==> config.mk <==
export PLATFORM = sky130hd
export DESIGN_NAME = temp_alarm_config_status
export DESIGN_NICKNAME = d
export VERILOG_FILES = /design/src/verilog/temp_alarm_pkg.sv /design/src/verilog/overheat_channel.sv /design/src/verilog/temp_alarm_config_status.sv
export SDC_FILE = /design/constraint.sdc
export NUM_CORES = 1
export LEC_CHECK = 0
export ABC_CLOCK_PERIOD_IN_PS = 4900
export BUFFER_PORTS_ARGS = -buffer_cell sky130_fd_sc_hd__buf_4
export CAP_MARGIN = 20
export CORE_AREA = 3 3 148 164
export CTS_CLUSTER_DIAMETER = 40
export DETAILED_ROUTE_END_ITERATION = 16
export DIE_AREA = 0 0 151 167
export SYNTH_ARGS = -nofsm -noshare
export SYNTH_HDL_FRONTEND = slang
export SYNTH_SLANG_ARGS = --single-unit
==> constraint.sdc <==
create_clock -name clock_i -period 4.9 [get_ports clock_i]
set_input_delay 0.98 -clock clock_i [delete_from_list [all_inputs] [get_ports clock_i]]
set_output_delay 0.98 -clock clock_i [all_outputs]
set_load 0.05 [all_outputs]
==> src/verilog/temp_alarm_pkg.sv <==
// Shared constants and types for the temperature alarm configuration and status block
package temp_alarm_pkg;

  // ----------------------------------------------------------------
  // Register command indices
  // ----------------------------------------------------------------
  localparam logic [7:0] REG_SETUP = 8'h41;
  localparam logic [7:0] REG_WMASK = 8'h42;
  localparam logic [7:0] REG_OMASK = 8'h43;
  localparam logic [7:0] REG_HIFLAGS = 8'h44;
  localparam logic [7:0] REG_OVHFLAGS = 8'h45;
  localparam logic [7:0] REG_FAULT = 8'h46;
  localparam logic [7:0] REG_LOFLAGS = 8'h47;
  localparam logic [7:0] UNMAPPED_DATA = 8'h00;

  // ----------------------------------------------------------------
  // Setup register fields and reset values
  // ----------------------------------------------------------------
  localparam int STANDBY_BIT = 7;
  localparam int SOFT_RST_BIT = 6;
  localparam int TIMEOUT_DIS_BIT = 5;
  localparam int WIDE_RANGE_BIT = 1;
  localparam logic [7:0] SETUP_STORE_MASK = 8'hA2;
  localparam logic [7:0] SETUP_RST = 8'h00;
  localparam logic [7:0] MASK_RST = 8'h00;
  localparam logic [7:0] FLAGS_RST = 8'h00;

  // ----------------------------------------------------------------
  // Bus addressing, thresholds and timing
  // ----------------------------------------------------------------
  localparam logic [6:0] ARA_ADDR = 7'h0C;
  localparam logic [7:0] OVH_HYST = 8'h04;
  localparam int CHANNELS = 8;
  localparam int CLK_HZ = 40000000;
  localparam int BUS_TIMEOUT_US = 25000;
  localparam int TIMEOUT_CYCLES = (CLK_HZ / 1000000) * BUS_TIMEOUT_US;

  // ----------------------------------------------------------------
  // Serial slave states, Gray coded along the write path
  // ----------------------------------------------------------------
  typedef enum logic [3:0] {
    BUS_IDLE = 4'h0,
    BUS_ADDR = 4'h1,
    BUS_ADDR_ACK = 4'h3,
    BUS_CMD = 4'h2,
    BUS_CMD_ACK = 4'h6,
    BUS_WDATA = 4'h7,
    BUS_WDATA_ACK = 4'h5,
    BUS_RDATA = 4'h4,
    BUS_RDATA_ACK = 4'hC
  } bus_state_e;

endpackage : temp_alarm_pkg

==> src/verilog/overheat_channel.sv <==
// One channel of overheat status with hysteresis on release
`timescale 1ns/1ps
`default_nettype none

module overheat_channel #(
  parameter int TEMP_W = 8
) (
  // Clock and reset
  input wire logic clock_i,
  input wire logic rst_i,
  // Conversion result of this channel
  input wire logic eoc_i,
  input wire logic [TEMP_W-1:0] temp_i,
  input wire logic [TEMP_W-1:0] limit_i,
  // Sticky overheat flag
  output logic flag_o
);

  // ----------------------------------------------------------------
  // Set and release conditions
  // ----------------------------------------------------------------
  if (TEMP_W < 4) begin : g_bad_width
    $error("overheat_channel: TEMP_W too small for hysteresis");
  end

  logic trip;
  logic release_ok;
  // Extra bit keeps temp plus hysteresis from wrapping
  assign trip = eoc_i && (temp_i > limit_i);
  assign release_ok = ({1'b0, temp_i} + {1'b0, TEMP_W'(temp_alarm_pkg::OVH_HYST)})
                      <= {1'b0, limit_i};

  // Flag holds until temp is 4 degrees under the limit or limit moved up
  always_ff @(posedge clock_i) begin
    if (rst_i) begin
      flag_o <= 1'b0;
    end else if (trip) begin
      flag_o <= 1'b1;
    end else if (release_ok) begin
      flag_o <= 1'b0;
    end
  end

endmodule : overheat_channel

`default_nettype wire

==> src/verilog/temp_alarm_config_status.sv <==
// Setup, alarm masks, alarm status and serial register access of the temperature monitor
`timescale 1ns/1ps
`default_nettype none

module temp_alarm_config_status #(
  parameter logic [6:0] SLAVE_ADDR = 7'h4C, // Arbitrary value, set per board
  parameter int TIMEOUT_CYCLES = temp_alarm_pkg::TIMEOUT_CYCLES
) (
  // Clock and reset
  input wire logic clock_i,
  input wire logic sys_rst_i,
  // Serial bus pins, open drain data
  input wire logic scl_i,
  input wire logic sda_i,
  output logic sda_o,
  output logic sda_oe_o,
  // Conversion engine results, bit 7 ch7, bit 6 local, bits 5..0 ch6..ch1
  input wire logic [7:0] eoc_i,
  input wire logic [7:0] hi_cmp_i,
  input wire logic [7:0] lo_cmp_i,
  input wire logic [7:0] diode_fault_i,
  input wire logic [63:0] temp_i,
  input wire logic [63:0] ovh_limit_i,
  // Controls to the conversion engine
  output logic conv_run_o,
  output logic wide_range_en_o,
  output logic soft_reset_o,
  // Open-drain alarm pins
  output logic warn_o,
  output logic warn_oe_o,
  output logic ovh_o,
  output logic ovh_oe_o
);

  // ----------------------------------------------------------------
  // Elaboration checks and declarations
  // ----------------------------------------------------------------
  if (TIMEOUT_CYCLES < 2 || TIMEOUT_CYCLES > 16777215) begin : g_bad_timeout
    $error("temp_alarm_config_status: TIMEOUT_CYCLES out of range");
  end

  localparam int TO_W = $clog2(TIMEOUT_CYCLES + 1);
  localparam logic [TO_W-1:0] TO_LAST = TO_W'(TIMEOUT_CYCLES - 1);

  temp_alarm_pkg::bus_state_e state;
  logic scl_m, scl_s, scl_d, sda_m, sda_s, sda_d;
  logic scl_rise, scl_fall, start_seen, stop_seen, timeout_hit;
  logic [3:0] bitcnt;
  logic [7:0] shreg, tx, ptr, rd_data, next_byte;
  logic is_read, ara_mode, wr_stb, rd_done, ara_done;
  logic [TO_W-1:0] to_cnt;
  logic soft_rst, reg_rst, warn_latch;
  logic [7:0] setup, wmask, omask, hi_flags, lo_flags, ovh_flags, pend_w;
  logic [6:0] fault_flags, fault_eoc, fault_val;
  logic setup_wr;

  // ----------------------------------------------------------------
  // Pin synchronisers and bus event detection
  // ----------------------------------------------------------------
  // Three flops per pin; edges are found only past the second stage
  always_ff @(posedge clock_i) begin
    if (sys_rst_i) begin
      {scl_m, scl_s, scl_d} <= 3'h7;
      {sda_m, sda_s, sda_d} <= 3'h7;
    end else begin
      {scl_m, scl_s, scl_d} <= {scl_i, scl_m, scl_s};
      {sda_m, sda_s, sda_d} <= {sda_i, sda_m, sda_s};
    end
  end

  assign scl_rise = scl_s && !scl_d;
  assign scl_fall = !scl_s && scl_d;
  assign start_seen = scl_s && scl_d && sda_d && !sda_s;
  assign stop_seen = scl_s && scl_d && !sda_d && sda_s;
  assign timeout_hit = (to_cnt == TO_LAST);

  // Counts clock-low time inside a frame; cleared when disabled
  always_ff @(posedge clock_i) begin
    if (sys_rst_i || state == temp_alarm_pkg::BUS_IDLE || scl_s
        || setup[temp_alarm_pkg::TIMEOUT_DIS_BIT]) begin
      to_cnt <= '0;
    end else if (!timeout_hit) begin
      to_cnt <= to_cnt + TO_W'(1);
    end
  end

  // ----------------------------------------------------------------
  // Serial slave: write byte, read byte, send byte, receive byte
  // ----------------------------------------------------------------
  // Alert response answers with our address, lowest bit zero
  assign next_byte = ara_mode ? {SLAVE_ADDR, 1'b0} : rd_data;

  // Runs on sys reset only, so a soft reset cannot cut its own ack
  always_ff @(posedge clock_i) begin
    wr_stb <= 1'b0;
    rd_done <= 1'b0;
    ara_done <= 1'b0;
    if (sys_rst_i) begin
      state <= temp_alarm_pkg::BUS_IDLE;
      bitcnt <= 4'h0;
      shreg <= 8'h00;
      tx <= 8'h00;
      ptr <= 8'h00;
      is_read <= 1'b0;
      ara_mode <= 1'b0;
      sda_oe_o <= 1'b0;
    end else if (stop_seen || timeout_hit) begin
      state <= temp_alarm_pkg::BUS_IDLE;
      sda_oe_o <= 1'b0;
    end else if (start_seen) begin
      state <= temp_alarm_pkg::BUS_ADDR;
      bitcnt <= 4'h0;
      sda_oe_o <= 1'b0;
    end else if (scl_rise) begin
      unique case (state)
        temp_alarm_pkg::BUS_ADDR, temp_alarm_pkg::BUS_CMD, temp_alarm_pkg::BUS_WDATA: begin
          shreg <= {shreg[6:0], sda_s};
          bitcnt <= bitcnt + 4'h1;
        end
        temp_alarm_pkg::BUS_RDATA: begin
          bitcnt <= bitcnt + 4'h1;
          // Released a one but line is low: arbitration lost
          if (!sda_oe_o && !sda_s) begin
            state <= temp_alarm_pkg::BUS_IDLE;
          end
        end
        temp_alarm_pkg::BUS_RDATA_ACK: begin
          if (sda_s) begin
            state <= temp_alarm_pkg::BUS_IDLE;
          end
        end
        default: begin
        end
      endcase
    end else if (scl_fall) begin
      unique case (state)
        temp_alarm_pkg::BUS_IDLE: begin
        end
        temp_alarm_pkg::BUS_ADDR: begin
          if (bitcnt == 4'h8) begin
            if (shreg[7:1] == SLAVE_ADDR) begin
              state <= temp_alarm_pkg::BUS_ADDR_ACK;
              sda_oe_o <= 1'b1;
              is_read <= shreg[0];
              ara_mode <= 1'b0;
            end else if (shreg[7:1] == temp_alarm_pkg::ARA_ADDR && shreg[0] && warn_latch) begin
              state <= temp_alarm_pkg::BUS_ADDR_ACK;
              sda_oe_o <= 1'b1;
              is_read <= 1'b1;
              ara_mode <= 1'b1;
            end else begin
              state <= temp_alarm_pkg::BUS_IDLE;
            end
          end
        end
        temp_alarm_pkg::BUS_ADDR_ACK, temp_alarm_pkg::BUS_RDATA_ACK: begin
          if (state == temp_alarm_pkg::BUS_RDATA_ACK || is_read) begin
            state <= temp_alarm_pkg::BUS_RDATA;
            sda_oe_o <= !next_byte[7];
            tx <= {next_byte[6:0], 1'b0};
          end else begin
            state <= temp_alarm_pkg::BUS_CMD;
            sda_oe_o <= 1'b0;
          end
          bitcnt <= 4'h0;
        end
        temp_alarm_pkg::BUS_CMD: begin
          if (bitcnt == 4'h8) begin
            ptr <= shreg;
            state <= temp_alarm_pkg::BUS_CMD_ACK;
            sda_oe_o <= 1'b1;
          end
        end
        temp_alarm_pkg::BUS_CMD_ACK, temp_alarm_pkg::BUS_WDATA_ACK: begin
          state <= temp_alarm_pkg::BUS_WDATA;
          sda_oe_o <= 1'b0;
          bitcnt <= 4'h0;
        end
        temp_alarm_pkg::BUS_WDATA: begin
          if (bitcnt == 4'h8) begin
            wr_stb <= 1'b1;
            state <= temp_alarm_pkg::BUS_WDATA_ACK;
            sda_oe_o <= 1'b1;
          end
        end
        temp_alarm_pkg::BUS_RDATA: begin
          if (bitcnt == 4'h8) begin
            state <= temp_alarm_pkg::BUS_RDATA_ACK;
            sda_oe_o <= 1'b0;
            rd_done <= !ara_mode;
            ara_done <= ara_mode;
          end else begin
            sda_oe_o <= !tx[7];
            tx <= {tx[6:0], 1'b0};
          end
        end
        default: begin
          state <= temp_alarm_pkg::BUS_IDLE;
        end
      endcase
    end
  end

  assign sda_o = 1'b0;

  // ----------------------------------------------------------------
  // Setup and mask registers
  // ----------------------------------------------------------------
  assign setup_wr = wr_stb && ptr == temp_alarm_pkg::REG_SETUP;
  assign reg_rst = sys_rst_i || soft_rst;

  // Self-clearing soft reset; one cycle, never stored
  always_ff @(posedge clock_i) begin
    if (sys_rst_i) begin
      soft_rst <= 1'b0;
    end else begin
      soft_rst <= setup_wr && shreg[temp_alarm_pkg::SOFT_RST_BIT];
    end
  end

  // Reserved bits are not stored, so they read zero whatever the host sends
  always_ff @(posedge clock_i) begin
    if (reg_rst) begin
      setup <= temp_alarm_pkg::SETUP_RST;
    end else if (setup_wr) begin
      setup <= shreg & temp_alarm_pkg::SETUP_STORE_MASK;
    end
  end

  // Alarm masks
  always_ff @(posedge clock_i) begin
    if (reg_rst) begin
      wmask <= temp_alarm_pkg::MASK_RST;
      omask <= temp_alarm_pkg::MASK_RST;
    end else if (wr_stb) begin
      if (ptr == temp_alarm_pkg::REG_WMASK) begin
        wmask <= shreg;
      end
      if (ptr == temp_alarm_pkg::REG_OMASK) begin
        omask <= shreg;
      end
    end
  end

  assign conv_run_o = !setup[temp_alarm_pkg::STANDBY_BIT];
  assign wide_range_en_o = setup[temp_alarm_pkg::WIDE_RANGE_BIT];
  assign soft_reset_o = soft_rst;

  // ----------------------------------------------------------------
  // Status flags
  // ----------------------------------------------------------------
  // Sticky warning flags; a new event wins over a clearing read
  always_ff @(posedge clock_i) begin
    if (reg_rst) begin
      hi_flags <= temp_alarm_pkg::FLAGS_RST;
      lo_flags <= temp_alarm_pkg::FLAGS_RST;
    end else begin
      hi_flags <= ((rd_done && ptr == temp_alarm_pkg::REG_HIFLAGS) ? 8'h00 : hi_flags)
                  | (eoc_i & hi_cmp_i);
      lo_flags <= ((rd_done && ptr == temp_alarm_pkg::REG_LOFLAGS) ? 8'h00 : lo_flags)
                  | (eoc_i & lo_cmp_i);
    end
  end

  // Diode faults follow each remote conversion; local slot has no diode
  assign fault_eoc = {eoc_i[7], eoc_i[5:0]};
  assign fault_val = {diode_fault_i[7], diode_fault_i[5:0]};
  always_ff @(posedge clock_i) begin
    if (reg_rst) begin
      fault_flags <= 7'h00;
    end else begin
      fault_flags <= (fault_flags & ~fault_eoc) | (fault_val & fault_eoc);
    end
  end

  // One overheat tracker per channel
  for (genvar i = 0; i < temp_alarm_pkg::CHANNELS; i++) begin : g_ovh
    overheat_channel #(
      .TEMP_W(8)
    ) u_ovh (
      .clock_i(clock_i),
      .rst_i(reg_rst),
      .eoc_i(eoc_i[i]),
      .temp_i(temp_i[8*i +: 8]),
      .limit_i(ovh_limit_i[8*i +: 8]),
      .flag_o(ovh_flags[i])
    );
  end

  // ----------------------------------------------------------------
  // Register read mux
  // ----------------------------------------------------------------
  always_comb begin
    case (ptr)
      temp_alarm_pkg::REG_SETUP: rd_data = setup;
      temp_alarm_pkg::REG_WMASK: rd_data = wmask;
      temp_alarm_pkg::REG_OMASK: rd_data = omask;
      temp_alarm_pkg::REG_HIFLAGS: rd_data = hi_flags;
      temp_alarm_pkg::REG_OVHFLAGS: rd_data = ovh_flags;
      temp_alarm_pkg::REG_FAULT: rd_data = {1'b0, fault_flags};
      temp_alarm_pkg::REG_LOFLAGS: rd_data = lo_flags;
      default: rd_data = temp_alarm_pkg::UNMAPPED_DATA;
    endcase
  end

  // ----------------------------------------------------------------
  // Alarm outputs
  // ----------------------------------------------------------------
  assign pend_w = (hi_flags | lo_flags) & ~wmask;

  // Latch re-arms only at a conversion end, so a high-flag read or alert response keeps it quiet until then
  always_ff @(posedge clock_i) begin
    if (reg_rst) begin
      warn_latch <= 1'b0;
    end else if ((eoc_i & (hi_cmp_i | lo_cmp_i) & ~wmask) != 8'h00) begin
      warn_latch <= 1'b1;
    end else if ((rd_done && ptr == temp_alarm_pkg::REG_HIFLAGS) || ara_done) begin
      warn_latch <= 1'b0;
    end
  end

  // Registered pin enables, pulled low while active
  always_ff @(posedge clock_i) begin
    if (reg_rst) begin
      warn_oe_o <= 1'b0;
      ovh_oe_o <= 1'b0;
    end else begin
      warn_oe_o <= warn_latch && (pend_w != 8'h00);
      ovh_oe_o <= (ovh_flags & ~omask) != 8'h00;
    end
  end

  assign warn_o = 1'b0;
  assign ovh_o = 1'b0;
endmodule : temp_alarm_config_status

`default_nettype wire

==> out/results.md, run 1 <==
| Group | Metric | Value |
|:---|:---|:---|
| worst setup path | Endpoint arrival time on the critical path | 2.93 ns |
| worst setup path | Largest fanout of any net on the critical path | 19 |
| worst setup path | FF-to-FF setup slack | 2.32 ns |
| synthesis | Count of cell types in the netlist | 80 |
| synthesis | Synthesized netlist cell count | 1070 |
| power and ir drop | Leakage power total | 0.00523 uW |
| power and ir drop | Clock network fraction of total power | 0.463 |
| hold path | Worst min-delay path class | reg -> reg |
| synthesis | Share of flip-flops with an asynchronous set or reset | 0 |
| detailed routing | 1st-iter DRT viols | 399 |
| grt | Wire length of the first global-routing pass | 39300 um |
| clock network | Clock transition at the registers of the reported paths | 0.06 ns |
| grt | Largest net degree at the start of global routing | 48 |
| worst setup path | Classification of the worst setup path | reg -> reg |
| synthesis | Count of flip-flops with a built-in enable after synthesis | 0 |
| worst setup path | Critical path cell sequence | nor3b_4 > and2_0 > a21oi_1 > nand4_1 > or3_1 > a21oi_1 |
| clock network | CTS tree | built |
| layout | Area Overhead vs Synth | 23.4% |
| worst setup path | Bufs and invs on worst path | 0 |
| run | Max-cap violations | 0 |
| timing | Remaining max-slew budget at the tightest pin | 0.368 |
| layout | Total number of nets in the final design | 1515 |
| grt | Initial antenna violation count | 0 |
| detailed routing | Routed len/inst | 15.3 um |
| worst setup path | Kind of start point of the critical path | flip-flop |
| clock network | Count of clock tree sinks | 117 |
| detailed routing | Via density | 5.34 |
| grt | Via count of the first global-routing pass | 8087 |
| clock network | Maximum level of the CTS H-tree | 4 |
| power and ir drop | Maximum resistive drop on vdd | 0.226 mV |
| grt | Sum of overflow across all layers after global routing | 0 |
| place | GP Congestion | 0.854 |
| die | Placement row count | 58 |
| worst setup path | Kind of cell adding the most delay to the critical path | simple AND/OR/NAND/NOR gates |
| timing | Final setup vio count | 0 |
| worst setup path | Critical Path End Type | flip-flop |
| synthesis | Most frequently used flop master after synthesis | sky130_fd_sc_hd__dfxtp_1 |
| power and ir drop | Proportion of power drawn by combinational gates | 0.183 |
| clock network | Cts bufs inserted | 17 |
| timing | Shortest clock period the worst path allows after layout | 2.58 ns |
| synthesis | Avg Synthesized Cell Area | 8.47 um^2 |
| synthesis | Warnings, synthesis | 0 |
| timing | Skew final | 0.0127 ns |
| die | Core area | 0.0228 mm^2 |
| power and ir drop | Sw Ratio | 0.259 |
| die | X dimension of the die | 151 um |
| layout | # fillers | 2280 |
| timing | Sum of negative setup slack | 0 ns |
| layout | Most common cell after layout, fill and taps aside | sky130_fd_sc_hd__buf_4 |
| place | Buffers on Ports | 168 |
| worst setup path | Master of the slowest instance on the critical path | sky130_fd_sc_hd__dfxtp_1 |
| die | Total I/O pin count | 173 |
| timing | RSZ-0062 raised after global routing | no |
| detailed routing | Routed Wire Length | 23500 um |
| worst setup path | Data required time at the worst endpoint | 5.25 ns |
| layout | Sequential cell area | 0.00234 mm^2 |
| layout | Top library cells by usage in the layout, fill and taps aside | sky130_fd_sc_hd__buf_4 (170), sky130_fd_sc_hd__ha_1 (126), sky130_fd_sc_hd__dfxtp_1 (117), sky130_fd_sc_hd__nor2_1 (115), sky130_fd_sc_hd__inv_1 (101) |
| timing | Final slew viol count | 0 |
| detailed routing | Antenna viol nets, final | 0 |
| place | Hpwl dp | 18400 um |
| clock network | Total setup buffers inserted after CTS | 0 |
| clock network | Gates resized, CTS repair | 0 |
| clock network | Quantity of hold-fixing buffers added after cts | 0 |
| power and ir drop | Switching power summed over all nets | 732 uW |
| layout | Ant. Diodes | 0 |
| layout | Layout cell share with drive strength beyond 1 | 0.195 |
| clock network | Clock Tree Root | sky130_fd_sc_hd__clkbuf_16 |
| timing | Hold Fails Final Rpt | 0 |
| synthesis | Synthesized flop and latch total | 117 |
| worst setup path | Critical Path Max Stage Delay | 0.77 ns |
| timing | Ratio of final minimum period to clock period | 0.527 |
| timing | Worst hold margin | 0.426 ns |
| synthesis | Synthesized area | 0.00906 mm^2 |
| worst setup path | Cell type with the highest occurrence count on the critical path | sky130_fd_sc_hd__a21oi_1 |
| power and ir drop | Proportion of power drawn by flip-flops and latches | 0.353 |
| timing | F_max | 387 MHz |
| timing | Worst-Margin Slew | 0.946 ns |
| synthesis | Seq/Total Area, Yosys | 0.259 |
| layout | Total area of multi-input combinational cells | 0.00618 mm^2 |
| detailed routing | Vias | 8209 |
| clock network | Clock Latency Late Sink | 0.42 ns |
| die | Die area | 0.0252 mm^2 |
| detailed routing | Pre-antenna DRT Iters | 4 |
| status | Run status | finished, final reports clean |
| power and ir drop | Pwr dens | 252 mW/mm^2 |
| grt | Global Route Usage Sum | 0.189 |
| die | DIE HEIGHT | 167 um |
| clock network | Buffer depth of the longest clock path | 2 |
| detailed routing | Drc violations | 0 |
| power and ir drop | Internal power summed over all cells | 2090 uW |
| die | Starting Density | 0.398 |
kinds of logic (layout without fill, tap and decap cells):
family	Yosys count	after routing	share of synthesized area
other	1	3	0.000414
buffers and inverters	137	303	0.0608
flip-flops	117	117	0.259
AND/OR/NAND/NOR	350	350	0.203
adder cells (fa/ha/maj)	126	126	0.174
AO/OA/AOI/OAI	223	223	0.174
XOR/XNOR	52	52	0.0503
multiplexers	64	64	0.0786
worst register-to-register path: stages, from the launching register on:
cell                      delay (ns)
sky130_fd_sc_hd__dfxtp_1        0.77
sky130_fd_sc_hd__nor3b_4        0.15
sky130_fd_sc_hd__and2_0         0.31
sky130_fd_sc_hd__a21oi_1        0.21
sky130_fd_sc_hd__nand4_1        0.44
sky130_fd_sc_hd__or3_1          0.51
sky130_fd_sc_hd__a21oi_1        0.14
stage by stage:
stage | cells | total power [uW] | setup slack [ns] | area [um^2] | utilization
detailed placement | 1506 | 1530 | 2.04 | 10600 | 0.463
global placement | 1506 | 1530 | 2.05 | 10600 | 0.463
finish | 1538 | 2820 | 2.32 | 11200 | 0.491
global route | 1538 | 2970 | 2.15 | 11200 | 0.491
floorplan | 1072 | 1330 | 2.31 | 9070 | -
CTS | 1538 | 2850 | 2.34 | 11200 | 0.491
flip-flops by register name, indices dropped and copies added, names as in the netlist, 3 cells and up, named ones only:
signal / count
setup: 3
to_cnt: 20
ptr: 8
lo_flags: 8
state: 4
shreg: 8
bitcnt: 4
tx: 7
hi_flags: 8
g_ovh.u_ovh.flag_o: 8
omask: 8
wmask: 8
per-layer routing:
| metal | GRT usage | vias to the layer above | part of all wire |
|---|---|---|---|
| met5 | 0 | - | 0 |
| met4 | 0.0552 | 0 | 0.018 |
| met3 | 0.0384 | 29 | 0.046 |
| met2 | 0.325 | 164 | 0.50 |
| met1 | 0.237 | 3846 | 0.43 |
| li1 | - | 4170 | - |
layout make-up:
cell class	count	area share
clock buffer	21	0.0430
timing repair buffer	170	0.114
clock inverter	11	0.0132
multi-input combinational	818	0.553
inverter	101	0.0339
tap	300	0.0336
sequential	117	0.210
path summary, 6_finish.rpt:
path / cells after the start / start / endpoint
max: 6 / state[1] / tx[1]
min: 1 / scl_m / scl_s
max reg2reg: 6 / state[1] / tx[1]
min reg2reg: 1 / scl_m / scl_s
cell usage after synthesis (all sizes together) (30+ instances only):
cell type / n / area (um^2)
ha: 126 / 1580
a21oi: 57 / 285
nor2: 117 / 442
nand2: 43 / 164
a21o: 37 / 278
xnor2: 30 / 263
mux2i: 52 / 521
inv: 101 / 379
dfxtp: 117 / 2340
nand3: 48 / 240
power groups by stage:
stage,clock (uW),sequential (uW),combinational [uW]
CTS,1330,997,521
global placement,0,1020,510
detailed placement,0,1020,517
global route,1380,1000,589
finish,1310,997,517
floorplan,0,1010,314
Note: power is estimated with default switching activity, not from simulation.
==> inputs of run 2 (changes only) <==
--- a/config.mk
+++ b/config.mk
@@ -5,7 +5,7 @@
 export SDC_FILE = /design/constraint.sdc
 export NUM_CORES = 1
 export LEC_CHECK = 0
-export ABC_CLOCK_PERIOD_IN_PS = 4900
+export ABC_CLOCK_PERIOD_IN_PS = 2450
 export BUFFER_PORTS_ARGS = -buffer_cell sky130_fd_sc_hd__buf_4
 export CAP_MARGIN = 20
 export CORE_AREA = 3 3 148 164
==> constraint.sdc (replaced) <==
create_clock -name clock_i -period 2.45 [get_ports clock_i]
set_input_delay 0.49 -clock clock_i [delete_from_list [all_inputs] [get_ports clock_i]]
set_output_delay 0.49 -clock clock_i [all_outputs]
set_load 0.05 [all_outputs]
==> run 2 against run 1 <==
Effect of this change:
- clock power increased by 85%
- worst hold slack got worse by 0.16 ns
- cell area increased by 1.6%
- worst setup slack got worse by 2.1 ns
- largest cell class unchanged
==> out/results.md, run 2 (synthesis gave the netlist of run 1 again) <==
| Group | Metric | Value |
|:---|:---|:---|
| timing | Skew final | 0.00818 ns |
| detailed routing | Met1 layer wirelength in the final routing | 10000 um |
| power and ir drop | Pwr dens | 482 mW/mm^2 |
| hold path | Worst min-delay path class | in -> reg |
| worst setup path | Classification of the worst setup path | reg -> reg |
| die | X dimension of the die | 151 um |
| timing | Ratio of final minimum period to clock period | 0.910 |
| layout | Total number of nets in the final design | 1542 |
| clock network | Maximum level of the CTS H-tree | 4 |
| power and ir drop | Post-route total power | 5470 uW |
| grt | Sum of overflow across all layers after global routing | 0 |
| layout | # fillers | 2248 |
| power and ir drop | Sw Ratio | 0.268 |
| worst setup path | Critical path cell sequence | ha_1 > nand2_2 > or3_4 > and4b_1 > nor3_1 > a22o_2 > a31o_2 |
| run | Max-cap violations | 0 |
| detailed routing | Vias | 8261 |
| place | GP Congestion | 0.874 |
| layout | Layout cell share with drive strength beyond 1 | 0.212 |
| timing | Hold Fails Final Rpt | 0 |
| hold path | Cell depth of the worst hold path | 2 |
| worst setup path | Bufs and invs on worst path | 0 |
| power and ir drop | Internal power summed over all cells | 4000 uW |
| layout | Layout Utilization | 0.498 |
| clock network | Count of clock tree sinks | 117 |
| clock network | Cts bufs inserted | 17 |
| status | Run status | finished, final reports clean |
| grt | Initial antenna violation count | 0 |
| clock network | Total setup buffers inserted after CTS | 0 |
| worst setup path | Kind of cell adding the most delay to the critical path | simple AND/OR/NAND/NOR gates |
| clock network | CTS tree | built |
| layout | Area Overhead vs Synth | 25.3% |
| power and ir drop | Clock network fraction of total power | 0.443 |
| detailed routing | 1st-iter DRT viols | 384 |
| worst setup path | Endpoint arrival time on the critical path | 2.54 ns |
| timing | Shortest clock period the worst path allows after layout | 2.23 ns |
| die | DIE HEIGHT | 167 um |
| grt | Global Route Usage Sum | 0.187 |
| worst setup path | Largest fanout of any net on the critical path | 7 |
| grt | Via count of the first global-routing pass | 8142 |
| timing | F_max | 449 MHz |
| layout | Top library cells by usage in the layout, fill and taps aside | sky130_fd_sc_hd__buf_4 (195), sky130_fd_sc_hd__ha_1 (126), sky130_fd_sc_hd__dfxtp_1 (117), sky130_fd_sc_hd__nor2_1 (115), sky130_fd_sc_hd__inv_1 (101) |
| detailed routing | WL met3 | 1140 um |
| detailed routing | Top layer in use | met4 |
| place | Hpwl dp | 18800 um |
| detailed routing | Drc violations | 0 |
| timing | Final setup vio count | 0 |
| detailed routing | Via density | 5.28 |
| layout | Ant. Diodes | 0 |
| grt | Wire length of the first global-routing pass | 38600 um |
| power and ir drop | Proportion of power drawn by combinational gates | 0.193 |
| die | Total I/O pin count | 173 |
| worst setup path | Critical Path End Type | flip-flop |
| clock network | Buffer depth of the longest clock path | 2 |
| power and ir drop | Maximum resistive drop on vdd | 0.499 mV |
| worst setup path | Worst Reg2Reg Path Length in Cells | 7 |
| detailed routing | Routed Wire Length | 23600 um |
| layout | Top register by number of flip-flops | to_cnt |
| worst setup path | Kind of start point of the critical path | flip-flop |
| detailed routing | Routed len/inst | 15.1 um |
| worst setup path | Cell count along the critical path | 7 |
| clock network | Gates resized, CTS repair | 0 |
| power and ir drop | Proportion of power drawn by flip-flops and latches | 0.364 |
| worst setup path | Critical Path Max Stage Delay | 0.48 ns |
| timing | Remaining max-slew budget at the tightest pin | 0.596 |
| clock network | Clock Tree Root | sky130_fd_sc_hd__clkbuf_16 |
| clock network | Clock Latency Late Sink | 0.42 ns |
| layout | Total area of multi-input combinational cells | 0.00618 mm^2 |
| layout | Sequential cell area | 0.00234 mm^2 |
| grt | Largest net degree at the start of global routing | 26 |
| die | Starting Density | 0.398 |
| timing | RSZ-0062 raised after global routing | no |
| detailed routing | Pre-antenna DRT Iters | 5 |
| timing | Final slew viol count | 0 |
| die | Placement row count | 58 |
| clock network | Clock transition at the registers of the reported paths | 0.06 ns |
| detailed routing | Detailed route wirelength on metal2 | 11900 um |
| place | Buffers on Ports | 168 |
| clock network | Quantity of hold-fixing buffers added after cts | 0 |
| power and ir drop | Switching power summed over all nets | 1470 uW |
| worst setup path | Master of the slowest instance on the critical path | sky130_fd_sc_hd__and4b_1 |
| detailed routing | Antenna viol nets, final | 0 |
| layout | Most common cell after layout, fill and taps aside | sky130_fd_sc_hd__buf_4 |
| timing | Sum of negative setup slack | 0 ns |
| layout | Number of flip-flops under the largest register name | 20 |
| die | Die area | 0.0252 mm^2 |
| power and ir drop | Leakage power total | 0.00534 uW |
| worst setup path | Data required time at the worst endpoint | 2.76 ns |
| timing | Worst-Margin Slew | 0.605 ns |
| die | Core area | 0.0228 mm^2 |
-- run 2: power by group through the flow --
stage,sequential [uW],combinational (uW),clock [uW]
2_1_floorplan,2020,628,0
3_3_place_gp,2030,1040,0
3_5_place_dp,2030,1060,0
4_1_cts,1990,1060,2470
5_1_grt,2000,1200,2550
6_report,1990,1060,2420
-- run 2: worst register-to-register path: stages, from the launching register on --
cell and delay [ns]:
sky130_fd_sc_hd__dfxtp_1 0.37, sky130_fd_sc_hd__ha_1 0.22, sky130_fd_sc_hd__nand2_2 0.08, sky130_fd_sc_hd__or3_4 0.36, sky130_fd_sc_hd__and4b_1 0.48, sky130_fd_sc_hd__nor3_1 0.16
sky130_fd_sc_hd__a22o_2 0.24, sky130_fd_sc_hd__a31o_2 0.21
-- run 2: final cells by class --
| class | count | area share |
|---|---|---|
| Sequential cell | 117 | 0.206 |
| Clock inverter | 13 | 0.0118 |
| Inverter | 101 | 0.0334 |
| Clock buffer | 19 | 0.0390 |
| Tap cell | 300 | 0.0331 |
| Timing Repair Buffer | 197 | 0.132 |
| Multi-Input combinational cell | 818 | 0.544 |
-- run 2: final timing paths --
kind	start	endpoint	slack (ns)
max	to_cnt[0]	bitcnt[3]	0.22
min	sda_i	sda_m	0.26
max reg2reg	to_cnt[0]	bitcnt[3]	0.22
min reg2reg	sda_m	sda_s	0.41
-- run 2: stage by stage --
| stage | cell area [um^2] | std cells | setup slack (ns) | hold WS [ns] |
|---|---|---|---|---|
| 6_report | 11400 | 1565 | 0.222 | 0.261 |
| 4_1_cts | 11300 | 1564 | 0.153 | 0.251 |
| 5_1_grt | 11400 | 1565 | 0.0754 | 0.257 |
| 2_1_floorplan | 9070 | 1072 | 0.354 | 0.389 |
| 3_3_place_gp | 10800 | 1532 | 0.112 | 0.404 |
| 3_5_place_dp | 10800 | 1532 | 0.0663 | 0.399 |
-- run 2: routing by layer --
metal,global-route usage,vias up
met1,0.229,3818
li1,-,4229
met4,0.0595,0
met2,0.325,182
met3,0.0416,32
met5,0,-
==> inputs of run 3 (changes only) <==
--- a/config.mk
+++ b/config.mk
@@ -8,10 +8,10 @@
 export ABC_CLOCK_PERIOD_IN_PS = 2450
 export BUFFER_PORTS_ARGS = -buffer_cell sky130_fd_sc_hd__buf_4
 export CAP_MARGIN = 20
-export CORE_AREA = 3 3 148 164
+export CORE_AREA = 5 5 150 166
 export CTS_CLUSTER_DIAMETER = 40
 export DETAILED_ROUTE_END_ITERATION = 16
-export DIE_AREA = 0 0 151 167
+export DIE_AREA = 0 0 155 171
 export SYNTH_ARGS = -nofsm -noshare
 export SYNTH_HDL_FRONTEND = slang
 export SYNTH_SLANG_ARGS = --single-unit
==> run 3 against run 2 <==
Effect of this change:
- wire length rose by 1.9%
- clock-buffer cell count rose by 2
- combinational power barely moved
- sequential power barely moved
- register-to-register slack barely moved
==> out/results.md, run 3 (synthesis gave the netlist of run 1 again) <==
| Group | Metric | Value |
|:---|:---|:---|
| place | Buffers on Ports | 168 |
| place | GP Congestion | 0.847 |
| die | Placement row count | 59 |
| clock network | Cts bufs inserted | 17 |
| worst setup path | Classification of the worst setup path | reg -> reg |
| hold path | Worst min-delay path class | in -> reg |
| clock network | Quantity of hold-fixing buffers added after cts | 0 |
| timing | Shortest clock period the worst path allows after layout | 2.23 ns |
| clock network | Total setup buffers inserted after CTS | 0 |
| clock network | Maximum level of the CTS H-tree | 4 |
| timing | Skew final | 0.00635 ns |
| die | Starting Density | 0.390 |
| clock network | CTS tree | built |
| power and ir drop | Sw Ratio | 0.265 |
| detailed routing | Antenna viol nets, final | 0 |
| worst setup path | Kind of start point of the critical path | flip-flop |
| run | Max-cap violations | 0 |
| layout | Layout cell share with drive strength beyond 1 | 0.215 |
| worst setup path | Kind of cell adding the most delay to the critical path | compound AO/OA/AOI/OAI gates |
| clock network | Gates resized, CTS repair | 0 |
| layout | Most common cell after layout, fill and taps aside | sky130_fd_sc_hd__buf_4 |
| detailed routing | 1st-iter DRT viols | 349 |
| timing | Worst hold margin | 0.257 ns |
| die | Total I/O pin count | 173 |
| layout | Top library cells by usage in the layout, fill and taps aside | sky130_fd_sc_hd__buf_4 (200), sky130_fd_sc_hd__ha_1 (126), sky130_fd_sc_hd__dfxtp_1 (117), sky130_fd_sc_hd__nor2_1 (115), sky130_fd_sc_hd__inv_1 (101) |
| layout | Total area of multi-input combinational cells | 0.00618 mm^2 |
| timing | Remaining max-slew budget at the tightest pin | 0.507 |
| power and ir drop | Leakage power total | 0.00537 uW |
| power and ir drop | Post-route total power | 5570 uW |
| layout | # fillers | 2261 |
| worst setup path | Bufs and invs on worst path | 0 |
| worst setup path | Endpoint arrival time on the critical path | 2.58 ns |
| worst setup path | Cell count along the critical path | 7 |
| worst setup path | Critical Path End Type | flip-flop |
| die | DIE HEIGHT | 171 um |
| layout | Top register by number of flip-flops | to_cnt |
| power and ir drop | Pwr dens | 488 mW/mm^2 |
| timing | Worst-Margin Slew | 0.734 ns |
| detailed routing | Pre-antenna DRT Iters | 4 |
| grt | Sum of overflow across all layers after global routing | 0 |
| grt | Largest net degree at the start of global routing | 24 |
| grt | Via count of the first global-routing pass | 8180 |
| clock network | Clock Tree Root | sky130_fd_sc_hd__clkbuf_16 |
| timing | Final setup vio count | 0 |
| timing | Sum of negative setup slack | 0 ns |
| clock network | Clock Latency Late Sink | 0.42 ns |
| timing | Hold Fails Final Rpt | 0 |
| layout | Ant. Diodes | 0 |
| power and ir drop | Proportion of power drawn by flip-flops and latches | 0.357 |
| power and ir drop | Proportion of power drawn by combinational gates | 0.190 |
| detailed routing | Vias | 8272 |
| worst setup path | Critical path cell sequence | ha_1 > xor2_1 > a22oi_1 > a211o_1 > nor3_1 > a21oi_1 > a211oi_2 |
| power and ir drop | Clock network fraction of total power | 0.453 |
| detailed routing | Routed Wire Length | 24100 um |
| layout | Sequential cell area | 0.00234 mm^2 |
| clock network | Buffer depth of the longest clock path | 2 |
| layout | Total number of nets in the final design | 1546 |
| timing | F_max | 448 MHz |
| power and ir drop | Internal power summed over all cells | 4090 uW |
| grt | Initial antenna violation count | 0 |
| grt | Global Route Usage Sum | 0.178 |
| layout | Number of flip-flops under the largest register name | 20 |
| clock network | Clock transition at the registers of the reported paths | 0.06 ns |
| die | Die area | 0.0265 mm^2 |
| worst setup path | Master of the slowest instance on the critical path | sky130_fd_sc_hd__dfxtp_1 |
| worst setup path | Data required time at the worst endpoint | 2.79 ns |
| power and ir drop | Switching power summed over all nets | 1480 uW |
| status | Run status | finished, final reports clean |
| timing | Ratio of final minimum period to clock period | 0.912 |
| power and ir drop | Maximum resistive drop on vdd | 0.465 mV |
| detailed routing | Via density | 5.26 |
| hold path | Cell depth of the worst hold path | 2 |
| place | Hpwl dp | 19200 um |
| worst setup path | Worst Reg2Reg Path Length in Cells | 7 |
| detailed routing | Routed len/inst | 15.3 um |
| die | X dimension of the die | 155 um |
| worst setup path | Largest fanout of any net on the critical path | 6 |
| detailed routing | Drc violations | 0 |
| grt | Wire length of the first global-routing pass | 39200 um |
| clock network | Count of clock tree sinks | 117 |
| worst setup path | Critical Path Max Stage Delay | 0.39 ns |
| timing | Final slew viol count | 0 |
| die | Core area | 0.0233 mm^2 |
| timing | RSZ-0062 raised after global routing | no |
| layout | Area Overhead vs Synth | 25.9% |
[run 3: changes by cell type in the layout (fill, tap and decap cells not counted), sizes merged]
cell and change:
buf +4, clkinv -3, clkbuf +2, inv +1
[run 3: final cells by class]
cell class              instances  area share
multi-input cells             818       0.542
well taps                     305      0.0335
clock buffers                  21      0.0421
clock inverters                11      0.0109
inverters                     101      0.0332
repair buffers                201       0.133
flip-flops and latches        117       0.205
[run 3: metal layers]
metal,wire length (um),share of wire,up-vias,GRT usage
met5,0,0,-,0
met4,249,0.010,0,0.0392
met3,1010,0.042,22,0.0425
met2,12300,0.51,132,0.324
met1,10500,0.44,3879,0.214
li1,-,-,4239,-
[run 3: worst reg2reg max path, delay by kind of cell, from the launching register on]
kind	cells	cell delay [ns]
compound gates	4	0.82
fa+ha+maj	1	0.32
flops	1	0.39
simple gates	1	0.39
xor+xnor	1	0.24
[run 3: power groups by stage]
stage | registers, uW | logic [uW] | clock network (uW)
6_report | 1990 | 1060 | 2520
3_3_place_gp | 2030 | 1040 | 0
3_5_place_dp | 2030 | 1060 | 0
5_1_grt | 2000 | 1200 | 2650
2_1_floorplan | 2020 | 628 | 0
4_1_cts | 1990 | 1060 | 2560
[run 3: final timing paths]
kind | startpoint | to | slack, ns
setup / recovery | scl_s | bitcnt[2] | 0.22
hold / removal | scl_i | scl_m | 0.26
setup reg to reg | scl_s | bitcnt[2] | 0.22
hold reg to reg | sda_m | sda_s | 0.41
[run 3: stage by stage]
| stage | cells | utilization | setup slack [ns] | instance area, um^2 |
|---|---|---|---|---|
| CTS | 1574 | 0.491 | 0.224 | 11400 |
| global route | 1574 | 0.491 | 0.0146 | 11400 |
| global placement | 1542 | 0.465 | 0.119 | 10800 |
| detailed placement | 1542 | 0.465 | 0.0913 | 10800 |
| floorplan | 1072 | - | 0.354 | 9070 |
| finish | 1574 | 0.491 | 0.217 | 11400 |
